$ cat src/hdl/ccr_consts.svh
`ifndef CCR_CONSTS_SVH
`define CCR_CONSTS_SVH
// ==========================================================================
// register map
`define CCR_ADDR_STATUS     8'h01
`define CCR_ADDR_SPECIAL    8'h08
`define CCR_ADDR_CUR_HI     8'h0E
`define CCR_ADDR_CUR_LO     8'h0F
`define CCR_ADDR_CHG_HI     8'h10
`define CCR_ADDR_CHG_LO     8'h11
// ==========================================================================
// reset values and field positions
`define CCR_STATUS_RST      8'h00
`define CCR_STATUS_WMASK    8'h50
`define CCR_SPECIAL_RST     8'h40
`define CCR_SPECIAL_WMASK   8'h40
`define CCR_ZERO8           8'h00
`define CCR_ZERO16          16'h0000
// ==========================================================================
// timing: conversion periods in microseconds, clock 40 MHz
`define CCR_CLK_MHZ         40
`define CCR_PERIOD_HI_US    3500000
`define CCR_PERIOD_LO_US    875000
`define CCR_OFFSET_EVERY    1024
// accumulator fraction: each result added at the fraction LSB, i.e. divided by 1024
`define CCR_FRAC_BITS       10
`endif

$ cat src/hdl/ccr_pkg.sv
package ccr_pkg;
  // ========================================================================
  // conversion sequencer states
  typedef enum logic [2:0] {
    CCR_MEAS   = 3'b001,  // normal sense conversion
    CCR_OFFSET = 3'b010,  // offset calibration conversion
    CCR_SKIP   = 3'b100   // never entered; the write-forced conversion runs as CCR_OFFSET
  } ccr_conv_e;
endpackage : ccr_pkg

$ cat src/hdl/ccr_hold_pair.sv
`timescale 1ns/1ps
`default_nettype none
// ==========================================================================
// two-byte snapshot: captures live word on high-byte read, holds to cmd end
module ccr_hold_pair #(
  parameter int W = 16  // word width
) (
  input  wire logic         clock,    // system clock
  input  wire logic         rstn,     // sync reset, active low
  input  wire logic         ce,       // clock enable
  input  wire logic         capture,  // high byte read strobe
  input  wire logic         release_i, // read command ended
  input  wire logic [W-1:0] live,     // live register value
  output logic      [W-1:0] view      // value presented to reads
);
  logic [W-1:0] snap_ff;  // frozen copy
  logic         held_ff;  // snapshot valid
  // snapshot process
  always_ff @(posedge clock) begin
    if (!rstn) begin
      snap_ff <= '0;
      held_ff <= 1'b0;
    end else if (ce) begin
      if (capture) begin
        snap_ff <= live;
        held_ff <= 1'b1;
      end else if (release_i) begin
        held_ff <= 1'b0;
      end
    end
  end
  // high-byte reads see the capture cycle value too
  assign view = (held_ff && !capture) ? snap_ff : live;
endmodule : ccr_hold_pair
`default_nettype wire

$ cat src/hdl/ccr_regs.sv
`timescale 1ns/1ps
`default_nettype none
`include "ccr_consts.svh"
module ccr_regs #(
  parameter bit HIGH_RES  = 1'b1,                  // 1 = 15-bit, 0 = 13-bit variant
  parameter int PERIOD_HI = `CCR_PERIOD_HI_US * `CCR_CLK_MHZ, // cycles, high res
  parameter int PERIOD_LO = `CCR_PERIOD_LO_US * `CCR_CLK_MHZ, // cycles, low res
  parameter int OFS_EVERY = `CCR_OFFSET_EVERY      // offset cycle spacing
) (
  input  wire logic               clock,       // system clock, 40 MHz
  input  wire logic               rstn,        // sync reset, active low
  input  wire logic               ce,          // clock enable
  input  wire logic               active,      // power mode active
  input  wire logic signed [15:0] adc_raw,     // raw converter word, two's complement
  input  wire logic signed [15:0] adc_offset,  // raw offset reading
  input  wire logic [7:0]         reg_addr,    // register address
  input  wire logic               reg_rd,      // read strobe
  input  wire logic               reg_wr,      // write strobe
  input  wire logic [7:0]         reg_wdata,   // write data
  input  wire logic               cmd_end,     // read command finished
  output logic [7:0]              reg_rdata,   // read data, registered
  output logic                    conv_done,   // pulse per completed conversion
  output logic                    offset_cyc   // level: offset conversion running
);
  // ========================================================================
  // declarations
  localparam int PERIOD = HIGH_RES ? PERIOD_HI : PERIOD_LO; // cycles per conversion
  localparam int FB     = `CCR_FRAC_BITS;                   // hidden fraction width

  logic [31:0]        tick_ff;        // conversion period timer
  logic [10:0]        conv_cnt_ff;    // conversions since last offset
  ccr_pkg::ccr_conv_e state_ff;       // what the running conversion is
  ccr_pkg::ccr_conv_e nxt_state;      // next conversion kind
  logic               skip_ff;        // running offset was forced by a write
  logic signed [15:0] offset_ff;      // correction factor
  logic signed [15:0] current_ff;     // current result
  logic signed [15:0] charge_ff;      // charge total, visible part
  logic [FB-1:0]      frac_ff;        // hidden fraction
  logic [7:0]         status_ff;      // status/control byte
  logic [7:0]         special_ff;     // special feature byte
  logic [7:0]         chg_wr_hi_ff;   // staged high byte of a charge write
  logic [7:0]         rdata_ff;       // read data
  logic               done_ff;        // conversion done pulse
  logic               end_conv;       // period boundary this cycle
  logic signed [15:0] corrected;      // raw minus offset, clipped to variant
  logic signed [16+FB:0] acc_sum;     // wide accumulate sum
  logic [15:0]        cur_view;       // current pair as read
  logic [15:0]        chg_view;       // charge pair as read
  logic               cur_cap;        // high-byte read of current
  logic               chg_cap;        // high-byte read of charge
  logic               chg_write;      // charge low byte written

  assign end_conv  = active && (tick_ff == 32'(PERIOD - 1));
  assign chg_write = reg_wr && (reg_addr == `CCR_ADDR_CHG_LO);
  assign cur_cap   = reg_rd && (reg_addr == `CCR_ADDR_CUR_HI);
  assign chg_cap   = reg_rd && (reg_addr == `CCR_ADDR_CHG_HI);

  // ========================================================================
  // conversion timer; cleared while asleep
  always_ff @(posedge clock) begin
    if (!rstn) begin
      tick_ff <= 32'h0000_0000;
    end else if (ce) begin
      if (!active) begin
        tick_ff <= 32'h0000_0000;
      end else if (end_conv || chg_write) begin
        // a charge write restarts the period so the forced offset is whole
        tick_ff <= 32'h0000_0000;
      end else begin
        tick_ff <= tick_ff + 32'h0000_0001;
      end
    end
  end

  // ========================================================================
  // which kind the next conversion is
  always_comb begin
    nxt_state = ccr_pkg::CCR_MEAS;
    case (state_ff)
      ccr_pkg::CCR_OFFSET: begin
        // measuring resumes with the conversion right after the offset
        nxt_state = ccr_pkg::CCR_MEAS;
      end
      ccr_pkg::CCR_MEAS, ccr_pkg::CCR_SKIP: begin
        if (conv_cnt_ff == 11'(OFS_EVERY - 2)) begin
          nxt_state = ccr_pkg::CCR_OFFSET;
        end
      end
      default: nxt_state = ccr_pkg::CCR_MEAS;
    endcase
  end

  // sequencer state and counters
  always_ff @(posedge clock) begin
    if (!rstn) begin
      state_ff    <= ccr_pkg::CCR_MEAS;
      conv_cnt_ff <= 11'h000;
    end else if (ce) begin
      if (chg_write) begin
        // the conversion started by the write is the forced offset one
        state_ff    <= ccr_pkg::CCR_OFFSET;
        conv_cnt_ff <= 11'h000;
      end else if (end_conv) begin
        state_ff <= nxt_state;
        if (nxt_state == ccr_pkg::CCR_OFFSET) begin
          conv_cnt_ff <= 11'h000;
        end else begin
          conv_cnt_ff <= conv_cnt_ff + 11'h001; // 1022 normal per offset
        end
      end
    end
  end

  // forced-offset flag; set by write wins over consumption
  always_ff @(posedge clock) begin
    if (!rstn) begin
      skip_ff <= 1'b0;
    end else if (ce) begin
      if (chg_write) begin
        skip_ff <= 1'b1;
      end else if (end_conv) begin
        if (state_ff == ccr_pkg::CCR_OFFSET) begin
          skip_ff <= 1'b0;
        end
      end
    end
  end

  // ========================================================================
  // offset correction factor captured at end of offset conversion
  always_ff @(posedge clock) begin
    if (!rstn) begin
      offset_ff <= 16'sh0000;
    end else if (ce && end_conv && state_ff == ccr_pkg::CCR_OFFSET) begin
      offset_ff <= adc_offset;
    end
  end

  // corrected result; low-res variant drops two bits of resolution
  always_comb begin
    corrected = adc_raw - offset_ff;
    if (!HIGH_RES) begin
      corrected = {corrected[15:2], 2'b00};
    end
  end

  // current register
  always_ff @(posedge clock) begin
    if (!rstn) begin
      current_ff <= 16'sh0000;
    end else if (ce && end_conv && state_ff != ccr_pkg::CCR_OFFSET) begin
      current_ff <= corrected;        // kept during offset
    end
  end

  // ========================================================================
  // accumulator: result added at the hidden fraction LSB, scaled by 1/1024
  assign acc_sum = $signed({charge_ff, frac_ff}) +
                   (state_ff == ccr_pkg::CCR_OFFSET ? (17+FB)'(current_ff)
                                                    : (17+FB)'(corrected));

  always_ff @(posedge clock) begin
    if (!rstn) begin
      charge_ff    <= 16'sh0000;
      frac_ff      <= '0;
      chg_wr_hi_ff <= `CCR_ZERO8;
    end else if (ce) begin
      if (reg_wr && reg_addr == `CCR_ADDR_CHG_HI) begin
        chg_wr_hi_ff <= reg_wdata;
      end
      if (chg_write) begin
        charge_ff <= {chg_wr_hi_ff, reg_wdata};
        frac_ff   <= '0;
      end else if (end_conv && !(state_ff == ccr_pkg::CCR_OFFSET && skip_ff)) begin
        charge_ff <= acc_sum[15+FB:FB];
        frac_ff   <= acc_sum[FB-1:0];
      end
    end
  end

  // ========================================================================
  // status and special feature bytes
  always_ff @(posedge clock) begin
    if (!rstn) begin
      status_ff  <= `CCR_STATUS_RST;
      special_ff <= `CCR_SPECIAL_RST;
    end else if (ce && reg_wr) begin
      if (reg_addr == `CCR_ADDR_STATUS) begin
        status_ff <= reg_wdata & `CCR_STATUS_WMASK;
      end
      if (reg_addr == `CCR_ADDR_SPECIAL) begin
        special_ff <= reg_wdata & `CCR_SPECIAL_WMASK;
      end
    end
  end

  // ========================================================================
  // coherent two-byte reads
  ccr_hold_pair #(.W(16)) u_cur_hold (
    .clock     (clock),
    .rstn      (rstn),
    .ce        (ce),
    .capture   (cur_cap),
    .release_i (cmd_end),
    .live      (current_ff),
    .view      (cur_view)
  );

  ccr_hold_pair #(.W(16)) u_chg_hold (
    .clock     (clock),
    .rstn      (rstn),
    .ce        (ce),
    .capture   (chg_cap),
    .release_i (cmd_end),
    .live      (charge_ff),
    .view      (chg_view)
  );

  // read data, unmapped addresses read zero
  always_ff @(posedge clock) begin
    if (!rstn) begin
      rdata_ff <= `CCR_ZERO8;
    end else if (ce && reg_rd) begin
      case (reg_addr)
        `CCR_ADDR_STATUS:  rdata_ff <= status_ff;
        `CCR_ADDR_SPECIAL: rdata_ff <= special_ff;
        `CCR_ADDR_CUR_HI:  rdata_ff <= cur_view[15:8];
        `CCR_ADDR_CUR_LO:  rdata_ff <= cur_view[7:0];
        `CCR_ADDR_CHG_HI:  rdata_ff <= chg_view[15:8];
        `CCR_ADDR_CHG_LO:  rdata_ff <= chg_view[7:0];
        default:           rdata_ff <= `CCR_ZERO8;
      endcase
    end
  end

  // conversion done pulse and offset level
  always_ff @(posedge clock) begin
    if (!rstn) begin
      done_ff <= 1'b0;
    end else if (ce) begin
      done_ff <= end_conv;
    end
  end

  assign reg_rdata  = rdata_ff;
  assign conv_done  = done_ff;
  assign offset_cyc = (state_ff == ccr_pkg::CCR_OFFSET);
endmodule : ccr_regs
`default_nettype wire

$ cat config.mk
export PLATFORM = sky130hd
export DESIGN_NAME = ccr_regs
export DESIGN_NICKNAME = d
export VERILOG_FILES = /design/src/hdl/ccr_pkg.sv /design/src/hdl/ccr_hold_pair.sv /design/src/hdl/ccr_regs.sv
export VERILOG_INCLUDE_DIRS = /design/src /design/src/hdl
export SDC_FILE = /design/constraint.sdc
export NUM_CORES = 1
export LEC_CHECK = 0
export BUFFER_PORTS_ARGS = -buffer_cell sky130_fd_sc_hd__buf_2
export CAP_MARGIN = 5
export CORE_MARGIN = 4
export CORE_UTILIZATION = 40
export DETAILED_ROUTE_END_ITERATION = 6
export HOLD_SLACK_MARGIN = 0.06
export SKIP_LAST_GASP = 1
export SYNTH_ARGS = -nofsm -noshare
export SYNTH_HDL_FRONTEND = slang
export SYNTH_SLANG_ARGS = --single-unit
$ cat constraint.sdc
create_clock -name clock -period 4.6 [get_ports clock]
set_clock_uncertainty 0.15 [all_clocks]
set_input_delay 0.92 -clock clock [delete_from_list [all_inputs] [get_ports clock]]
set_output_delay 0.92 -clock clock [all_outputs]
set_load 0.01 [all_outputs]
==> impl_metrics.json <==
{
  "yosysWarnings": 0,
  "ir_drop_mv": 0.238,
  "rsz0062_at_grt": "yes",
  "fin_ws_ns": 0.0141,
  "pre_cts_ws_ns": -0.450,
  "critPathKind": "input port to flop",
  "hold_slack_ns": 0.305,
  "start_util_pct": 40.9,
  "cts_tree": "yes",
  "synthesis.area_um2": 9020,
  "outcome": "complete, no violations",
  "drive_above_1_share_pct": 20.5,
  "critPathLaunchType": "input port",
  "num_vias": 8642,
  "rows": 54,
  "hold_path.class": "flop to flop",
  "grt_antenna_before_repair": 0,
  "final_cell_mix": "nand2_1, dfxtp_1, a21oi_1, nor2_1, buf_4",
  "synth.net_count": 1283,
  "arrival_ns": 4.82,
  "hold_viol_final": 0,
  "grt_max_degree": 72,
  "ant_nets": 0,
  "layout_worst_path_cycle_share_pct": 99.7,
  "grt.overflow.total": 0,
  "worstSkewPairLatency_ns": 0.43,
  "ys_ff_latch": 152,
  "cellPowerDensity_nw_per_um2": 282,
  "place_inst": 1548,
  "drtIter0Drc": 483,
  "dp_hpwl_mm": 18.1,
  "placed_cell_area_um2": 10100,
  "drt-wirelength-per-cell_um": 16.0,
  "design_area_um2": 10900,
  "relSlewSlack_pct": 39.1,
  "drc": 0,
  "syn_area_per_cell_um2": 7.62,
  "p_leak_nw": 4.39,
  "finalMaxSlewViolations": 0,
  "finalSetupViolCount": 0,
  "grt_pass1_wl_mm": 41.4,
  "routed_wirelength_mm": 25.3,
  "htreeDepth": 4,
  "final_common_cell": "nand2_1",
  "die_area_um2": 25000,
  "coreArea_um2": 22000,
  "tightest_slew_ns": 0.909,
  "cts_buffers": 17,
  "die_x_um": 158,
  "cts-root-buf": "clkbuf_16",
  "grt_pass1_vias": 8123,
  "crit_path_max_fanout": 3,
  "seq_area_frac_synth_pct": 33.7,
  "portBuffers": 64,
  "cap_violations": 0,
  "post_layout_nonfiller_instances": 1586,
  "boundaryPins": 65,
  "clock-sinks": 152,
  "crit_required_ns": 4.83,
  "clkTransAtPathRegs_ns": 0.07,
  "diodes": 0,
  "area_growth_pct": 21.2,
  "dr.pass1.iters": 5,
  "grt_usage_pct": 20.5,
  "avgViaCountPerCell": 5.45,
  "die_y_um": 158,
  "clock_path_buffers": 2,
  "fin_nets": 1393,
  "async_flop_share_pct": 0,
  "min_period_ns": 4.59,
  "ys.flop_type": "dfxtp_1",
  "hold_buffers": 0,
  "synthCells": 1183,
  "ys_types": 74,
  "gp_congestion": 0.887,
  "max_freq_mhz": 218,
  "synth_edf_count": 0,
  "critPathCaptureType": "flop"
}
metal layers:
layer  GRT usage, %  wire length [um]  up-vias
met5              0                 0        -
met4           5.28               367        0
met3           3.25               916       27
met2           32.6             11500      154
met1           29.1             12600     4023
li1               -                 -     4438
final cells by class:
class | instances | area [um^2]
repair buffers | 151 | 986
fillers | 2174 | 11100
flip-flops and latches | 152 | 3040
multi-input cells | 942 | 5860
clock buffers | 18 | 439
clock inverters | 14 | 139
inverters | 29 | 111
well taps | 280 | 350
Yosys cell counts, types with 22 or more instances:
library cell  count  share of area, %
a21oi_1         134               7.4
clkbuf_1         44               1.8
dfxtp_1         152                34
ha_1             43               6.0
inv_1            29               1.2
mux2_2           27               3.4
nand2_1         257                11
nand3_1          33               1.8
nor2_1           91               3.8
nor3_1           29               1.6
o21ai_0          55               3.1
xnor2_1          22               2.1
worst paths after layout:
kind	slack [ns]	cells after the start	start	end
hold / removal	0.31	2	offset_ff[9]$_SDFFE_PN0P_	offset_ff[9]$_SDFFE_PN0P_
setup / recovery	0.01	22	adc_raw[0]	charge_ff[15]$_SDFFE_PN0P_
hold reg to reg	0.31	2	offset_ff[9]$_SDFFE_PN0P_	offset_ff[9]$_SDFFE_PN0P_
setup reg to reg	0.25	20	offset_ff[0]$_SDFFE_PN0P_	charge_ff[15]$_SDFFE_PN0P_
stage by stage:
stage                     utilization (%)  power [W]  setup TNS, ns
after floorplan                         -    0.00156         -0.117
after global placement               45.9    0.00170          -2.20
after detailed placement             45.9    0.00170          -2.69
after CTS                            48.6    0.00309              0
after global routing                 49.6    0.00320         -0.363
final                                49.6    0.00309              0
flip-flops by register name, indices dropped and copies added, names as in the netlist, 2 cells and up:
register	count
frac_ff	10
charge_ff	16
state_ff	2
current_ff	16
u_cur_hold.snap_ff	16
tick_ff	32
offset_ff	16
chg_wr_hi_ff	8
status_ff	2
u_chg_hold.snap_ff	10
conv_cnt_ff	11
reg_rdata	8
logic make-up after synthesis:
logic type               count (synthesis)  synth area share [%]
AND/OR/NAND/NOR                        503                  25.3
AO/OA/AOI/OAI                          319                  22.3
flip-flops                             152                  33.7
buffers and inverters                   89                  4.01
adder cells (fa/ha/maj)                 45                  6.41
multiplexers                            40                  4.81
XOR/XNOR                                35                  3.40
power breakdown:
group          switching (W)  internal (W)
clock               0.000616      0.000771
sequential        0.00000321       0.00132
combinational       0.000210      0.000166
worst max-delay path, cell delays in order:
cell and delay (ns):
buf_2 0.10, inv_2 0.05, ha_4 0.12, inv_2 0.04
fa_2 0.38, a21o_1 0.19, a21oi_2 0.17, o21bai_2 0.11
a31o_4 0.25, a21oi_2 0.15, a21oi_2 0.09, xnor2_1 0.14
o21ai_1 0.18, ha_1 0.27, a21o_1 0.20, a21o_1 0.18
or4_4 0.42, o211ai_1 0.25, a21oi_2 0.10, buf_4 0.15
nor4_1 0.22, or3_1 0.14
repair_timing:
action	in CTS	in global routing
setup endpoints to repair	0	9
gates resized for setup	0	41
setup buffers	0	6
Power figures use the tool's default switching activity.
